--- src/core/rwc_pkg.sv ---
// Constants, types and field layouts for the reset and wake clock start-up sequencer.
// Assumes a single 40 MHz system clock; oscillator edges arrive as synchronous pulses.
// Function
// (RULE1) Any reset forces clock select to primary, one start-up path for all resets.
// (RULE2) Reset restores control register defaults; no transition from alternate clock.
// (RULE3) Crystal primary holds CPU in first phase until 1024 primary clocks counted.
// (RULE4) Execution and peripheral clocking suspended during oscillator start-up.
// (RULE5) Two-speed start-up runs from internal RC until start-up timer expires. Code runs the core with the source left on primary.
// (RULE6) RC, external or internal primary: no count, CPU start-up delay holds instead.
// (RULE7) After reset the CPU start-up timer runs; device held until it completes.
// (RULE8) Crystal start-up count runs in parallel with the CPU start-up timer.
// (RULE9) After both timers expire, wait one more clock before executing.
// (RULE10) Select 10: switch to internal RC after 8 clocks; done, secondary clear; stable set.
// (RULE11) Select 01 with secondary enabled: switch after 8 secondary clocks; running set.
// (RULE12) Select 00 with RC or external primary: switch after 8 primary clocks.
// (RULE13) Select 00 crystal: 1024 then 8 primary clocks; execution continues meanwhile. Code runs during the 1024, stops it for the 8 switch clocks.
// (RULE14) Fast internal oscillator: frequency stable flag set 4 ms after change.
// (RULE15) Any enabled interrupt wakes the device from sleep.
// (RULE16) Sleep leaves clock select unchanged; wake uses the selected source.
// (RULE17) Wake on 00: wait CPU timer and crystal count unless two-speed enabled.
// (RULE18) Wake on 01 or 10: wait only CPU start-up timer.
// (RULE19) Select to crystal primary before sleep: keep secondary, resume after count.
// (RULE20) Start-up done reads 1 only after count done and primary source in use.
// (RULE21) CPU start-up delay counts reference cycles, length a parameter.
package rwc_pkg;
   localparam logic [1:0] SEL_PRIMARY = 2'h0;
   localparam logic [1:0] SEL_SECONDARY = 2'h1;
   localparam logic [1:0] SEL_INTERNAL = 2'h2;
   localparam logic [1:0] SEL_RESET = 2'h0;
   localparam logic [7:0] CTRL_RESET = 8'h00;
   localparam int CTRL_SEL_LSB = 0;
   localparam int CTRL_TWO_SPEED_BIT = 2;
   localparam int CTRL_SEC_EN_BIT = 3;
   localparam int CTRL_FAST_BIT = 4;
   localparam int CTRL_WAKE_MASK_LSB = 8;
   // Avalon word addresses
   localparam logic [3:0] ADDR_CTRL = 4'h0;
   localparam logic [3:0] ADDR_STATUS = 4'h1;
   localparam logic [3:0] ADDR_PRIMARY = 4'h2;
   localparam int STAT_DONE_BIT = 0;
   localparam int STAT_STABLE_BIT = 1;
   localparam int STAT_SEC_RUN_BIT = 2;
   localparam int STAT_RUN_BIT = 3;
   localparam int STAT_SLEEP_BIT = 4;
   localparam int STAT_SRC_LSB = 5;
   localparam int OST_CLOCKS = 1024;
   localparam int SWITCH_CLOCKS = 8;
   localparam int CLK_HZ = 40_000_000;
   localparam int CPU_DELAY_NS = 10_000;
   localparam int CPU_DELAY_CYCLES = (CPU_DELAY_NS * (CLK_HZ / 1_000_000) + 999) / 1000;
   localparam int STABLE_MS = 4;
   localparam int STABLE_CYCLES = STABLE_MS * (CLK_HZ / 1000);
   typedef enum logic [2:0] {
      RWC_PRI_LP, RWC_PRI_XT, RWC_PRI_HS, RWC_PRI_EC, RWC_PRI_RC, RWC_PRI_INTERNAL_RC_CLOCK
   } rwc_primary_t;
   typedef enum logic [1:0] {RWC_SRC_PRIMARY, RWC_SRC_SECONDARY, RWC_SRC_INTERNAL} rwc_source_t;
   typedef enum logic [2:0] {
      RWC_ST_STARTUP, RWC_ST_EXTRA, RWC_ST_RUN, RWC_ST_OST, RWC_ST_SWITCH, RWC_ST_SLEEP,
      RWC_ST_WAKE
   } rwc_state_t;
endpackage

--- src/core/rwc_startup.sv ---
// Reset and wake clock start-up sequencer with Avalon-MM register slave.
// Assumes oscillator edge inputs are one-cycle pulses synchronous to clk.
//
// Design decisions made here: the Avalon-MM slave port and the placing of the registers.
`timescale 1ns/10ps
module rwc_startup #(
   parameter int STABLE_COUNT = rwc_pkg::STABLE_CYCLES,
   parameter int CPU_COUNT = rwc_pkg::CPU_DELAY_CYCLES
) (
   input wire logic clk, // System clock, 40 MHz
   input wire logic rst, // Synchronous reset, active high
   input wire logic [3:0] avs_address, // Word address
   input wire logic avs_read, // Read request
   input wire logic avs_write, // Write request
   input wire logic [31:0] avs_writedata, // Write data
   output logic [31:0] avs_readdata, // Read data
   output logic avs_waitrequest, // Stall, low when answered
   input wire logic primary_edge, // Falling edge of primary oscillator
   input wire logic secondary_edge, // Falling edge of secondary oscillator
   input wire logic internal_edge, // Falling edge of internal RC clock
   input wire logic sleep_req, // Core executes sleep, pulse
   input wire logic [3:0] wake_irq, // Interrupt events, level
   output logic cpu_run, // Instruction execution enabled
   output logic periph_clk_en, // Peripheral clocking enabled
   output logic [1:0] sys_source, // Source feeding the system clock
   output logic startup_done_flag, // Oscillator start-up done
   output logic internal_freq_stable_flag, // Internal frequency stable
   output logic secondary_running_flag // Secondary oscillator is system clock
);
   // ==================================================
   // Functions
   function automatic logic is_crystal(input logic [2:0] p);
      return p == rwc_pkg::RWC_PRI_LP || p == rwc_pkg::RWC_PRI_XT ||
         p == rwc_pkg::RWC_PRI_HS;
   endfunction
   function automatic logic src_edge(input logic [1:0] s, input logic pe, input logic se,
         input logic ie);
      return (s == rwc_pkg::RWC_SRC_PRIMARY) ? pe :
         (s == rwc_pkg::RWC_SRC_SECONDARY) ? se : ie;
   endfunction

   // ==================================================
   // Registers
   logic [1:0] clock_select_field_reg;
   logic two_speed_reg;
   logic secondary_osc_enable_reg;
   logic fast_internal_reg;
   logic [3:0] wake_mask_reg;
   logic [2:0] primary_mode_reg;
   rwc_pkg::rwc_state_t state_reg;
   logic [1:0] target_reg;
   logic [10:0] ost_cnt_reg;
   logic ost_done_reg;
   logic [3:0] sw_cnt_reg;
   logic [31:0] cpu_cnt_reg;
   logic cpu_done_reg;
   logic [31:0] stable_cnt_reg;
   logic stable_run_reg;
   logic bus_ack_reg;
   logic [1:0] eff_sel;
   logic wake;
   logic crystal;
   logic want_change;

   // Secondary requires its enable; without it a 01 request falls back to primary
   assign eff_sel = (clock_select_field_reg == rwc_pkg::SEL_SECONDARY &&
      !secondary_osc_enable_reg) ? rwc_pkg::SEL_PRIMARY : clock_select_field_reg;
   assign wake = |(wake_irq & wake_mask_reg); // [RULE15]
   assign crystal = is_crystal(primary_mode_reg);
   assign want_change = eff_sel != sys_source;

   // ==================================================
   // Avalon slave: one wait cycle then answer
   always_ff @(posedge clk) begin
      if (rst) begin
         bus_ack_reg <= 1'b0;
      end else begin
         bus_ack_reg <= (avs_read || avs_write) && !bus_ack_reg;
      end
   end
   always_ff @(posedge clk) begin
      if (rst) begin
         avs_waitrequest <= 1'b1;
      end else begin
         avs_waitrequest <= !((avs_read || avs_write) && !bus_ack_reg);
      end
   end
   always_ff @(posedge clk) begin
      if (rst) begin
         avs_readdata <= 32'h0000_0000;
      end else if (avs_read && !bus_ack_reg) begin
         unique case (avs_address)
            rwc_pkg::ADDR_CTRL: avs_readdata <= {20'h00000, wake_mask_reg, 3'h0,
               fast_internal_reg, secondary_osc_enable_reg, two_speed_reg,
               clock_select_field_reg};
            rwc_pkg::ADDR_STATUS: avs_readdata <= {25'h0000000, sys_source,
               state_reg == rwc_pkg::RWC_ST_SLEEP, cpu_run, secondary_running_flag,
               internal_freq_stable_flag, startup_done_flag};
            rwc_pkg::ADDR_PRIMARY: avs_readdata <= {29'h00000000, primary_mode_reg};
            default: avs_readdata <= 32'h0000_0000;
         endcase
      end
   end

   // Control register: reset restores defaults, select back to primary
   always_ff @(posedge clk) begin
      if (rst) begin
         clock_select_field_reg <= rwc_pkg::SEL_RESET; // [RULE1] [RULE2]
         two_speed_reg <= rwc_pkg::CTRL_RESET[rwc_pkg::CTRL_TWO_SPEED_BIT];
         secondary_osc_enable_reg <= rwc_pkg::CTRL_RESET[rwc_pkg::CTRL_SEC_EN_BIT];
         fast_internal_reg <= rwc_pkg::CTRL_RESET[rwc_pkg::CTRL_FAST_BIT];
         wake_mask_reg <= 4'h0;
      end else if (avs_write && !bus_ack_reg && avs_address == rwc_pkg::ADDR_CTRL) begin
         // Sleep entry does not touch the select field
         clock_select_field_reg <= avs_writedata[rwc_pkg::CTRL_SEL_LSB +: 2]; // [RULE16]
         two_speed_reg <= avs_writedata[rwc_pkg::CTRL_TWO_SPEED_BIT];
         secondary_osc_enable_reg <= avs_writedata[rwc_pkg::CTRL_SEC_EN_BIT];
         fast_internal_reg <= avs_writedata[rwc_pkg::CTRL_FAST_BIT];
         wake_mask_reg <= avs_writedata[rwc_pkg::CTRL_WAKE_MASK_LSB +: 4];
      end
   end
   // Primary oscillator configuration, kept across reset like configuration bits
   always_ff @(posedge clk) begin
      if (avs_write && !bus_ack_reg && avs_address == rwc_pkg::ADDR_PRIMARY) begin
         primary_mode_reg <= avs_writedata[2:0];
      end else if (primary_mode_reg > rwc_pkg::RWC_PRI_INTERNAL_RC_CLOCK) begin
         primary_mode_reg <= rwc_pkg::RWC_PRI_EC;
      end
   end

   // ==================================================
   // CPU start-up delay counter
   always_ff @(posedge clk) begin
      if (rst || state_reg == rwc_pkg::RWC_ST_SLEEP) begin
         cpu_cnt_reg <= 32'h0000_0000; // [RULE7]
         cpu_done_reg <= 1'b0;
      end else if (!cpu_done_reg) begin
         cpu_cnt_reg <= cpu_cnt_reg + 32'h0000_0001; // [RULE21]
         cpu_done_reg <= cpu_cnt_reg == 32'(CPU_COUNT - 1); // [RULE6]
      end
   end

   // Oscillator start-up counter on primary edges, parallel with CPU timer
   always_ff @(posedge clk) begin
      // Restart on reset, in sleep and while running off the primary, so done stays set while running on it
      if (rst || state_reg == rwc_pkg::RWC_ST_SLEEP ||
            (state_reg == rwc_pkg::RWC_ST_RUN && sys_source != rwc_pkg::RWC_SRC_PRIMARY)) begin
         ost_cnt_reg <= 11'h000;
         ost_done_reg <= !crystal; // [RULE6]
      end else if (!ost_done_reg && primary_edge) begin
         ost_cnt_reg <= ost_cnt_reg + 11'h001; // [RULE8] [RULE3]
         ost_done_reg <= ost_cnt_reg == 11'(rwc_pkg::OST_CLOCKS - 1);
      end
   end

   // ==================================================
   // Sequencer
   always_ff @(posedge clk) begin
      if (rst) begin
         state_reg <= rwc_pkg::RWC_ST_STARTUP;
         target_reg <= rwc_pkg::RWC_SRC_PRIMARY;
         sw_cnt_reg <= 4'h0;
      end else begin
         unique case (state_reg)
            rwc_pkg::RWC_ST_STARTUP, rwc_pkg::RWC_ST_WAKE: begin
               if (cpu_done_reg && (ost_done_reg || sys_source != rwc_pkg::RWC_SRC_PRIMARY))
                  state_reg <= rwc_pkg::RWC_ST_EXTRA; // [RULE9] [RULE17] [RULE18]
            end
            rwc_pkg::RWC_ST_EXTRA: state_reg <= rwc_pkg::RWC_ST_RUN; // [RULE9]
            rwc_pkg::RWC_ST_RUN: begin
               if (sleep_req) begin
                  state_reg <= rwc_pkg::RWC_ST_SLEEP;
               end else if (want_change) begin
                  target_reg <= eff_sel;
                  sw_cnt_reg <= 4'h0;
                  state_reg <= (eff_sel == rwc_pkg::SEL_PRIMARY && crystal) ?
                     rwc_pkg::RWC_ST_OST : rwc_pkg::RWC_ST_SWITCH; // [RULE13]
               end
            end
            rwc_pkg::RWC_ST_OST: begin
               if (sleep_req) begin
                  state_reg <= rwc_pkg::RWC_ST_SLEEP; // [RULE19]
               end else if (ost_done_reg) begin
                  state_reg <= rwc_pkg::RWC_ST_SWITCH;
               end
            end
            rwc_pkg::RWC_ST_SWITCH: begin
               if (src_edge(target_reg, primary_edge, secondary_edge, internal_edge)) begin
                  sw_cnt_reg <= sw_cnt_reg + 4'h1; // [RULE10] [RULE11] [RULE12]
                  if (sw_cnt_reg == 4'(rwc_pkg::SWITCH_CLOCKS - 1))
                     state_reg <= rwc_pkg::RWC_ST_RUN;
               end
            end
            rwc_pkg::RWC_ST_SLEEP: if (wake) state_reg <= rwc_pkg::RWC_ST_WAKE; // [RULE15]
            default: state_reg <= rwc_pkg::RWC_ST_STARTUP;
         endcase
      end
   end

   // Source in use; wake jumps straight to the selected source
   always_ff @(posedge clk) begin
      if (rst) begin
         sys_source <= rwc_pkg::RWC_SRC_PRIMARY; // [RULE2]
      end else if (state_reg == rwc_pkg::RWC_ST_SWITCH &&
            src_edge(target_reg, primary_edge, secondary_edge, internal_edge) &&
            sw_cnt_reg == 4'(rwc_pkg::SWITCH_CLOCKS - 1)) begin
         sys_source <= target_reg;
      end else if (state_reg == rwc_pkg::RWC_ST_SLEEP && wake) begin
         sys_source <= eff_sel; // [RULE16] [RULE19]
      end
   end

   // Execution gate: two-speed lets the core run during crystal start-up once the CPU delay is done, source left on primary
   always_ff @(posedge clk) begin
      if (rst) begin
         cpu_run <= 1'b0;
         periph_clk_en <= 1'b0;
      end else begin
         cpu_run <= state_reg == rwc_pkg::RWC_ST_RUN || state_reg == rwc_pkg::RWC_ST_OST ||
            (state_reg inside {rwc_pkg::RWC_ST_STARTUP, rwc_pkg::RWC_ST_WAKE} &&
            two_speed_reg && crystal && cpu_done_reg &&
            sys_source == rwc_pkg::RWC_SRC_PRIMARY); // [RULE4] [RULE5] [RULE13]
         periph_clk_en <= state_reg != rwc_pkg::RWC_ST_SLEEP &&
            state_reg != rwc_pkg::RWC_ST_SWITCH &&
            (state_reg == rwc_pkg::RWC_ST_RUN || state_reg == rwc_pkg::RWC_ST_OST ||
            (two_speed_reg && crystal && cpu_done_reg)); // [RULE4]
      end
   end

   // ==================================================
   // Status flags
   always_ff @(posedge clk) begin
      if (rst) begin
         startup_done_flag <= 1'b0;
         secondary_running_flag <= 1'b0;
      end else begin
         startup_done_flag <= sys_source == rwc_pkg::RWC_SRC_PRIMARY && ost_done_reg &&
            state_reg != rwc_pkg::RWC_ST_SWITCH; // [RULE20] [RULE10] [RULE11] [RULE12]
         // Drops no later than the source leaves the secondary, never lags behind it
         secondary_running_flag <= sys_source == rwc_pkg::RWC_SRC_SECONDARY &&
            state_reg != rwc_pkg::RWC_ST_SWITCH &&
            !(state_reg == rwc_pkg::RWC_ST_SLEEP && wake); // [RULE11]
      end
   end
   always_ff @(posedge clk) begin
      if (rst || sys_source != rwc_pkg::RWC_SRC_INTERNAL) begin
         stable_cnt_reg <= 32'h0000_0000;
         stable_run_reg <= 1'b0;
         internal_freq_stable_flag <= 1'b0;
      end else if (!fast_internal_reg) begin
         internal_freq_stable_flag <= 1'b1; // [RULE10]
      end else if (!internal_freq_stable_flag) begin
         stable_cnt_reg <= stable_cnt_reg + 32'h0000_0001; // [RULE14]
         stable_run_reg <= 1'b1;
         internal_freq_stable_flag <= stable_cnt_reg == 32'(STABLE_COUNT - 1);
      end
   end
endmodule

--- config.mk ---
export PLATFORM = sky130hd
export DESIGN_NAME = rwc_startup
export DESIGN_NICKNAME = d
export VERILOG_FILES = /design/src/core/rwc_pkg.sv /design/src/core/rwc_startup.sv
export SDC_FILE = /design/constraint.sdc
export NUM_CORES = 1
export LEC_CHECK = 0
export BUFFER_PORTS_ARGS = -buffer_cell sky130_fd_sc_hd__clkbuf_2
export CORE_ASPECT_RATIO = 0.9
export CORE_MARGIN = 2
export CORE_UTILIZATION = 50
export DETAILED_ROUTE_END_ITERATION = 8
export PLACE_DENSITY = 0.72
export SYNTH_ARGS = -nofsm -noshare
export SYNTH_HDL_FRONTEND = slang
export SYNTH_SLANG_ARGS = --single-unit
--- constraint.sdc ---
create_clock -name clk -period 2.9 [get_ports clk]
set_input_delay 0.145 -clock clk [delete_from_list [all_inputs] [get_ports clk]]
set_output_delay 0.145 -clock clk [all_outputs]
set_load 0.02 [all_outputs]
==> flow_metrics.tcl, run 1 <==
set metrics [dict create \
    grt_pass1_vias 4515 \
    synth_commonest_cells "dfxtp_1 (114), nor2_1 (107), nand2_1 (40)" \
    antenna_found_initial 0 \
    dp_hpwl_um 8259 \
    setup_viol 0 \
    synth_most_common_cell "dfxtp_1" \
    peakVddDrop_mv 0.4355 \
    status "completed" \
    rows 37 \
    drive_gt1_share_pct 12.79 \
    synth_largest_area_cell "dfxtp_1" \
    grt_pass1_wl_um 20770 \
    hp-start "avs_writedata[4]" \
    nNetsFinal 766 \
    fin_skew_ns 0.009483 \
    grt_usage_pct 20.80 \
    required_ns 3.24 \
    cp-start-kind "flop" \
    rsz0062_at_grt "false" \
    numCtsBuffers 17 \
    fp.dieH_um 105.4 \
    place.gp.congestion 0.8671 \
    grt_overflow 0 \
    yosysSeqAreaShare_pct 42.08 \
    ctsHtreeMaxLevel 4 \
    r2r-start "fast_internal_reg" \
    clkPwrFrac_pct 53.2 \
    drtIter0Drc 207 \
    whs_ns 0.01463 \
    ios 88 \
    grt_max_degree 41 \
    num_antenna_cells 0 \
    swShare_pct 22.93 \
    reg2reg_setup_slack_ns 0.61 \
    synthArstFlopShare_pct 0 \
    rr_endpoint "stable_cnt_reg[28]" \
    synth.distinct_cells 57 \
    yosys_register_bits 118 \
    critPathKind "flop to flop" \
    wl_per_cell_um 13.72 \
    cts_setup_buffers 0 \
    cts.clk_slew.worst_paths_ns 0.05 \
    dieArea_mm2 0.01229 \
    tns_ns 0 \
    power_frac_seq_pct 41.8 \
    max-slew-margin-rel_pct 36.69 \
    avgSynthCellArea_um2 8.534 \
    p_leak_nw 2.392 \
    drv_cap 0 \
    port_buffers 43 \
    fill_cells 987 \
    critPathArrivalTime_ns 2.62 \
    power_density_mw_per_mm2 603.7 \
    power_switching_w 0.0009234 \
    synth_flop_cell "dfxtp_1" \
    synth_top_area_share_pct 39.97 \
    clkLatencyLatePin_ns 0.41 \
    clock-root-buffer "clkbuf_16" \
    routed_via_density 5.506 \
    cp-end-kind "flop" \
    core_area_mm2 0.01130 \
    reg2reg_depth 6 \
    cts_tree "yes" \
    holdCritPathClass "input pin to flop" \
    p_comb_share_pct 5.0 \
    p_int_w 0.003103 \
    syn_area_mm2 0.005709 \
    synthTopCellsByArea "dfxtp_1 (40%), nor2_1 (7.0%), xnor2_1 (5.5%), mux2i_1 (3.7%), xor2_1 (3.7%)" \
    hold_violations 0 \
    vias 4862 \
    worst_slew_pin_slew_ns 0.9257 \
    final.min_clock_period_ns 2.287 \
    timing.final.crit_share_pct 78.87 \
    whs_path_depth 3 \
    drt_wl_total_um 12110 \
    drc 0 \
    cp_max_fo 14 \
    yosysWarnings 0 \
    die_w_um 116.6 \
    synth-edff-count 4 \
    whs_endpoint "fast_internal_reg" \
    clock_path_buffers 2 \
    syn_to_final_growth_pct 16.83 \
    dr.pass1.iters 5 \
    fmax_ghz 0.4372 \
    ant_nets 0 \
    slew_viol_final 0 \
    syn_inst 669 \
    start_util_pct 50.54 \
    clock-sinks 118 \
]
## how the worst max path moves through the flow
stage	from	end	slack, ns	cells past startpoint
floorplan	cpu_done_reg	cpu_cnt_reg[31]	0.90	7
global placement	fast_internal_reg	stable_cnt_reg[28]	0.69	6
detailed placement	fast_internal_reg	stable_cnt_reg[28]	0.63	6
CTS	fast_internal_reg	stable_cnt_reg[28]	0.60	6
global route	fast_internal_reg	stable_cnt_reg[28]	0.41	6
finish	fast_internal_reg	stable_cnt_reg[28]	0.61	6
## logic make-up (layout without fill, tap and decap cells)
group	Yosys count	in the layout	share of synthesized area, %
DFF	118	118	42.08
AOI/OAI and AO/OA	75	75	8.350
xor gates and xnor gates	60	60	9.204
other	1	21	0.06568
buffers and inverters	66	104	5.939
and+or+nand+nor	322	322	29.43
muxes	22	22	3.879
adders and majority gates	5	5	1.052
## worst max-delay path, stage by stage (launching register included)
cell and delay (ns):
dfxtp_1 0.38, nor2b_1 0.44, nand4_1 0.15, buf_4 0.21, or4_1 0.55, or3_1 0.35, a21oi_1 0.14
## placed cells by master (no fill, tap or decap), drive strengths merged, types with 21 or more instances in the layout
cell / count
xnor2: 36
mux2i: 21
nor4: 26
dfxtp: 114
xor2: 24
a21oi: 28
nand2: 40
nand3: 24
clkbuf: 63
nor2: 107
nand4: 24
conb: 21
## layer usage
layer | track usage, % | vias to the layer above | part of all wire, %
met5 | 0 | - | 0
met4 | 7.899 | 0 | 1.1
met3 | 4.543 | 12 | 4.7
met2 | 33.72 | 132 | 49
met1 | 27.04 | 2299 | 46
li1 | - | 2419 | -
## power by group through the flow
stage	combinational [W]	sequential [W]	clock (W)
after floorplan	0.000177	0.00170	0
after global placement	0.000185	0.00171	0
after detailed placement	0.000189	0.00172	0
after CTS	0.000199	0.00168	0.00217
after global routing	0.000225	0.00169	0.00225
final	0.000201	0.00168	0.00214
## cell type report
type | count | area, µm² | share of cell area (%)
Clock inverter | 12 | 141.4 | 2.120
Timing Repair Buffer | 60 | 365.4 | 5.477
Sequential cell | 118 | 2402 | 36.02
Tap cell | 156 | 195.2 | 2.926
Inverter | 12 | 45.04 | 0.6753
Multi-Input combinational cell | 505 | 3043 | 45.62
Clock buffer | 20 | 478.0 | 7.166
## metrics by stage
step / total power, W / cells / area [µm²] / setup WS, ns / utilization (%)
floorplan: 0.001878 / 689 / 5784 / 0.9037 / -
global placement: 0.001899 / 842 / 5961 / 0.6901 / 52.77
detailed placement: 0.001904 / 842 / 5961 / 0.6300 / 52.77
CTS: 0.004045 / 883 / 6670 / 0.6002 / 59.05
global route: 0.004159 / 883 / 6670 / 0.4132 / 59.05
finish: 0.004027 / 883 / 6670 / 0.6129 / 59.05
## repair_timing
item | in CTS | in global routing
endpoints found under the setup margin | 0 | 0
hold endpoints to repair | 8 | 0
resized for setup | 0 | 0
hold buffers | 9 | 0
Note: power is estimated with default switching activity, not from simulation.
==> run 2, diff against run 1 <==
Settings changed: PLACE_DENSITY 0.72 to 0.74.
Clock period 2.9 ns to 2.01 ns, I/O delays scaled along.
==> run 2 against run 1 <==
Via count is 4.8% higher. Die area is the same. Combinational power up 71%. Design area rose by 3.5%. Non-clock buffer count increased by 27. Clock skew is 0.0014 ns lower. Clock-buffer cell count up 4. Flip-flop and latch count did not move. Sequential power rose by 44%.
==> flow_metrics.tcl, run 2 (synthesized netlist as in run 1, its figures left out) <==
set metrics [dict create \
    status "completed" \
    grt_max_degree 41 \
    drt-met1-wl_um 5695 \
    critPathArrivalTime_ns 2.27 \
    fill_cells 952 \
    cts.clk_slew.worst_paths_ns 0.05 \
    grt_pass1_wl_um 22070 \
    final_common_cell "dfxtp_1" \
    required_ns 2.35 \
    rr_endpoint "cpu_cnt_reg[27]" \
    drtIter0Drc 227 \
    reg2reg_setup_slack_ns 0.08 \
    p_int_w 0.004672 \
    fp.dieH_um 105.4 \
    ant_nets 0 \
    cts_tree "yes" \
    post_dp_cell_area_mm2 0.006133 \
    ios 88 \
    clock-root-buffer "clkbuf_16" \
    worst_slew_pin_slew_ns 0.9304 \
    die_w_um 116.6 \
    cp-endpoint "cpu_cnt_reg[27]" \
    finalInstanceArea_mm2 0.006900 \
    grt_usage_pct 22.05 \
    power_switching_w 0.001269 \
    dieArea_mm2 0.01229 \
    dp_hpwl_um 8643 \
    final_cell_mix "dfxtp_1 (114), nor2_1 (107), clkbuf_2 (43)" \
    peakVddDrop_mv 0.5898 \
    highest_layer "met4" \
    rows 37 \
    crit_family "simple AND/OR/NAND/NOR gates" \
    clkLatencyLatePin_ns 0.41 \
    core_area_mm2 0.01130 \
    max-slew-margin-rel_pct 36.37 \
    nNetsFinal 793 \
    clock_path_buffers 2 \
    p_leak_nw 2.548 \
    power_frac_seq_pct 40.8 \
    fin_skew_ns 0.008113 \
    path_buf_inv 1 \
    place_ws_ns 0.1147 \
    slew_viol_final 0 \
    crit_start "cpu_cnt_reg[0]" \
    drt_wl_total_um 12970 \
    clkPwrFrac_pct 53.4 \
    critPathKind "flop to flop" \
    routed_via_density 5.600 \
    hold_violations 0 \
    ctsHtreeMaxLevel 4 \
    numCtsBuffers 17 \
    cp-start-kind "flop" \
    setup_viol 0 \
    cp_max_fo 6 \
    p_comb_share_pct 5.8 \
    final_cells 910 \
    holdCritPathClass "input pin to flop" \
    critical_path_depth 6 \
    r2r-start "cpu_cnt_reg[0]" \
    antenna_found_initial 0 \
    timing.final.crit_share_pct 96.01 \
    drv_cap 0 \
    dr.pass1.iters 6 \
    crit_top_cell "or3_1" \
    vias 5096 \
    start_util_pct 50.54 \
    postLayoutCoreUtil_pct 61.09 \
    cp-end-kind "flop" \
    swShare_pct 21.36 \
    crit_chain "and4b_2 -> nand4_1 -> or3_1 -> buf_4 -> or3_1 -> a21oi_1" \
    syn_to_final_growth_pct 20.86 \
    reg2reg_depth 6 \
    wl_per_cell_um 14.25 \
    cpMaxStageDelayCell "or3_1" \
    final.min_clock_period_ns 1.930 \
    drive_gt1_share_pct 15.92 \
    grt_pass1_vias 4865 \
    tns_ns 0 \
    place.gp.congestion 0.8638 \
    cpPeakStageDelay_ns 0.41 \
    clock-sinks 118 \
    grt_overflow 0 \
    num_antenna_cells 0 \
    port_buffers 43 \
    fmax_ghz 0.5182 \
    met3WireLength_um 726 \
    wl_met2_um 6273 \
    drc 0 \
    placedCellCount 865 \
    final.setup.worst_slack_ns 0.08023 \
    power_density_mw_per_mm2 861.0 \
]
==> run 2: layer usage <==
layer,up-vias,GRT usage [%]
li1,2480,-
met1,2406,28.04
met2,182,35.96
met3,28,5.290
met4,0,8.739
met5,-,0
==> run 2: stage by stage <==
stage                     hold WS (ns)  total power [W]
after CTS                     0.008956         0.005961
final                          0.01752         0.005941
after global placement          0.3369         0.002773
after detailed placement        0.3401         0.002786
after floorplan                 0.2306         0.002709
after global routing           0.04471         0.006122
==> run 2: layout make-up <==
class                           count  area, µm²  area share (%)
Inverter                           12      45.04          0.6528
Sequential cell                   118       2402           34.81
Multi-Input combinational cell    505       3057           44.30
Clock inverter                      8      117.6           1.704
Clock buffer                       24      513.0           7.434
Timing Repair Buffer               87      570.5           8.268
Tap cell                          156      195.2           2.829
==> run 2: timing repair <==
| item | CTS | global route |
|---|---|---|
| buffers inserted | 0 | 3 |
| resized for setup | 0 | 3 |
| endpoints found under the hold margin | 12 | 0 |
| setup endpoints to repair | 0 | 10 |
| hold buffers | 10 | 0 |
==> run 2: power groups by stage <==
| stage | clock network, W | registers (W) | logic [W] |
|---|---|---|---|
| after floorplan | 0 | 0.00245 | 0.000255 |
| after global placement | 0 | 0.00247 | 0.000307 |
| after detailed placement | 0 | 0.00247 | 0.000318 |
| after CTS | 0.00320 | 0.00242 | 0.000340 |
| after global routing | 0.00332 | 0.00243 | 0.000379 |
| final | 0.00317 | 0.00242 | 0.000344 |
==> run 2: worst min path at each step <==
stage,start,end,cells past startpoint
floorplan,avs_read,avs_waitrequest,1
global placement,avs_writedata[3],secondary_osc_enable_reg,3
detailed placement,avs_writedata[3],secondary_osc_enable_reg,3
CTS,avs_writedata[2],primary_mode_reg[2],3
global route,avs_writedata[2],primary_mode_reg[2],3
finish,avs_writedata[2],primary_mode_reg[2],3
==> run 2: worst reg2reg max path: cells and delay by family (launching register included) <==
family | cells | cell delay (ns)
AND/OR/NAND/NOR | 4 | 1.17
flip-flops | 1 | 0.38
buffers and inverters | 1 | 0.17
AO/OA/AOI/OAI | 1 | 0.14
==> run 3, diff against run 2 <==
Settings changed: ABC_AREA from default to 1.
==> run 3 against run 2 <==
Maximum frequency increased by 16%. Via count increased by 19%. Largest cell class unchanged. Highest routed layer unchanged. Synthesized area increased by 13%.
==> flow_metrics.tcl, run 3 <==
set metrics [dict create \
    final_common_cell "nand2_1" \
    total_power_w 0.005599 \
    rows 39 \
    syn_inst 958 \
    postLayoutCoreUtil_pct 58.93 \
    fp.dieH_um 111.7 \
    required_ns 2.34 \
    cts.clk_slew.worst_paths_ns 0.05 \
    drv_cap 0 \
    cp-start-kind "flop" \
    cts_setup_buffers 0 \
    peakVddDrop_mv 0.6477 \
    dieArea_mm2 0.01382 \
    wl_per_cell_um 12.46 \
    final.min_clock_period_ns 1.669 \
    drc 0 \
    tns_ns 0 \
    cp_max_fo 9 \
    holdCritPathClass "input pin to flop" \
    ctsHtreeMaxLevel 4 \
    gr-usage-met2_pct 34.73 \
    power_density_mw_per_mm2 751.6 \
    numCtsBuffers 17 \
    cpMaxStageDelayCell "dfxtp_1" \
    r2r-start "cpu_done_reg" \
    critPathKind "flop to flop" \
    crit_chain "nor2_2 -> nand3_2 -> nor2_2 -> nand2_1 -> nor2_2 -> nand3b_1 -> a21oi_1" \
    critPathArrivalTime_ns 2.00 \
    yosys_register_bits 118 \
    ios 88 \
    grt_max_degree 27 \
    antenna_found_initial 0 \
    ctsHoldBuffers 9 \
    dp_hpwl_um 10990 \
    p_leak_nw 2.848 \
    avgSynthCellArea_um2 6.727 \
    die_w_um 123.7 \
    synthArstFlopShare_pct 0 \
    dr.pass1.iters 5 \
    core_area_mm2 0.01264 \
    synth_commonest_cells "nand2_1 (239), nor2_1 (135), dfxtp_1 (114)" \
    clkLatencyLatePin_ns 0.41 \
    synth_largest_area_cell "dfxtp_1" \
    path_buf_inv 0 \
    crit_top_cell "nor2_2" \
    setup_viol 0 \
    clock_path_buffers 2 \
    rsz0062_at_grt "false" \
    fmax_ghz 0.5992 \
    drive_gt1_share_pct 12.74 \
    regArea_mm2 0.002402 \
    cp-end-kind "flop" \
    synth_flop_cell "dfxtp_1" \
    final_cell_mix "nand2_1 (239), nor2_1 (135), dfxtp_1 (114)" \
    slew_viol_final 0 \
    hold_violations 0 \
    cpPeakStageDelay_ns 0.46 \
    fin_skew_ns 0.01154 \
    grtUsageMet3_pct 6.865 \
    place.gp.congestion 0.8906 \
    worst_slew_pin_slew_ns 0.5491 \
    routed_via_density 5.042 \
    gr-usage-met1_pct 31.17 \
    nNetsFinal 1075 \
    synth_most_common_cell "nand2_1" \
    port_buffers 43 \
    fill_cells 1179 \
    vias 6050 \
    grt_usage_pct 22.82 \
    multi_input_area_mm2 0.003458 \
    grt_pass1_wl_um 25360 \
    syn_area_mm2 0.006445 \
    drt_wl_total_um 14960 \
    start_util_pct 50.99 \
    status "completed" \
    synth_top_area_share_pct 35.41 \
    cts_tree "yes" \
    synth.distinct_cells 41 \
    timing.final.crit_share_pct 83.04 \
    num_antenna_cells 0 \
    crit_family "simple AND/OR/NAND/NOR gates" \
    grt_overflow 0 \
    synthTopCellsByArea "dfxtp_1 (35%), nand2_1 (14%), nor2_1 (7.9%), inv_1 (6.5%), a21oi_1 (5.8%)" \
    cts-resized-gates 0 \
    hp-start "primary_edge" \
    busiest_layer "met2" \
    clock-sinks 118 \
    syn_to_final_growth_pct 15.57 \
    ant_nets 0 \
    grt_pass1_vias 5526 \
    drtIter0Drc 420 \
    max-slew-margin-rel_pct 63.00 \
    yosysWarnings 0 \
    crit_start "cpu_done_reg" \
    synth-edff-count 4 \
    yosysSeqAreaShare_pct 37.27 \
    clock-root-buffer "clkbuf_16" \
]
## run 3: cell type report
cell class | count | area share, %
repair buffers | 57 | 4.603
well taps | 164 | 2.755
clock buffers | 24 | 6.467
clock inverters | 8 | 1.344
multi-input cells | 707 | 46.43
inverters | 122 | 6.148
flip-flops and latches | 118 | 32.25
## run 3: power by group
part | total, W | internal, W | switching [W] | leakage (nW)
Clock | 0.00297 | 0.00192 | 0.00105 | 0.284
Sequential | 0.00240 | 0.00238 | 0.0000185 | 0.954
Combinational | 0.000234 | 0.0000743 | 0.000159 | 1.61
## run 3: final timing paths
path / end / slack, ns / depth (start not counted)
hold / removal: ost_cnt_reg[1] / 0.08 / 4
setup reg to reg: cpu_cnt_reg[29] / 0.34 / 7
setup / recovery: cpu_cnt_reg[29] / 0.34 / 7
hold reg to reg: avs_readdata[1] / 0.46 / 2
## run 3: tightest hold or removal path: cells and delay by family
kind / cells / cell delay, ns
AOI/OAI and AO/OA: 1 / 0.05
and+or+nand+nor: 2 / 0.19
buffers and inverters: 1 / 0.10
## run 3: metal layers
metal / wire length (µm) / up-vias
met5: 0 / -
met4: 271 / 0
met3: 965 / 25
met2: 6552 / 159
met1: 7165 / 2677
li1: - / 3189
## run 3: metrics by stage
stage	worst slack [ns]	instance area, µm²	std cells	hold WS, ns
2_1_floorplan	0.5468	6520	978	0.2651
3_3_place_gp	0.3872	6777	1159	0.3523
3_5_place_dp	0.3555	6777	1159	0.3568
4_1_cts	0.3475	7448	1200	0.07555
5_1_grt	0.1346	7448	1200	0.08999
6_report	0.3410	7448	1200	0.08312
## run 3: kinds of logic after synthesis
logic type               after synthesis  synth area share, %
AO/OA/AOI/OAI                        137                11.24
flip-flops                           118                37.27
AND/OR/NAND/NOR                      535                39.06
XOR/XNOR                              10                1.359
buffers and inverters                153                10.23
other                                  1              0.05819
adder cells (fa/ha/maj)                4               0.7766
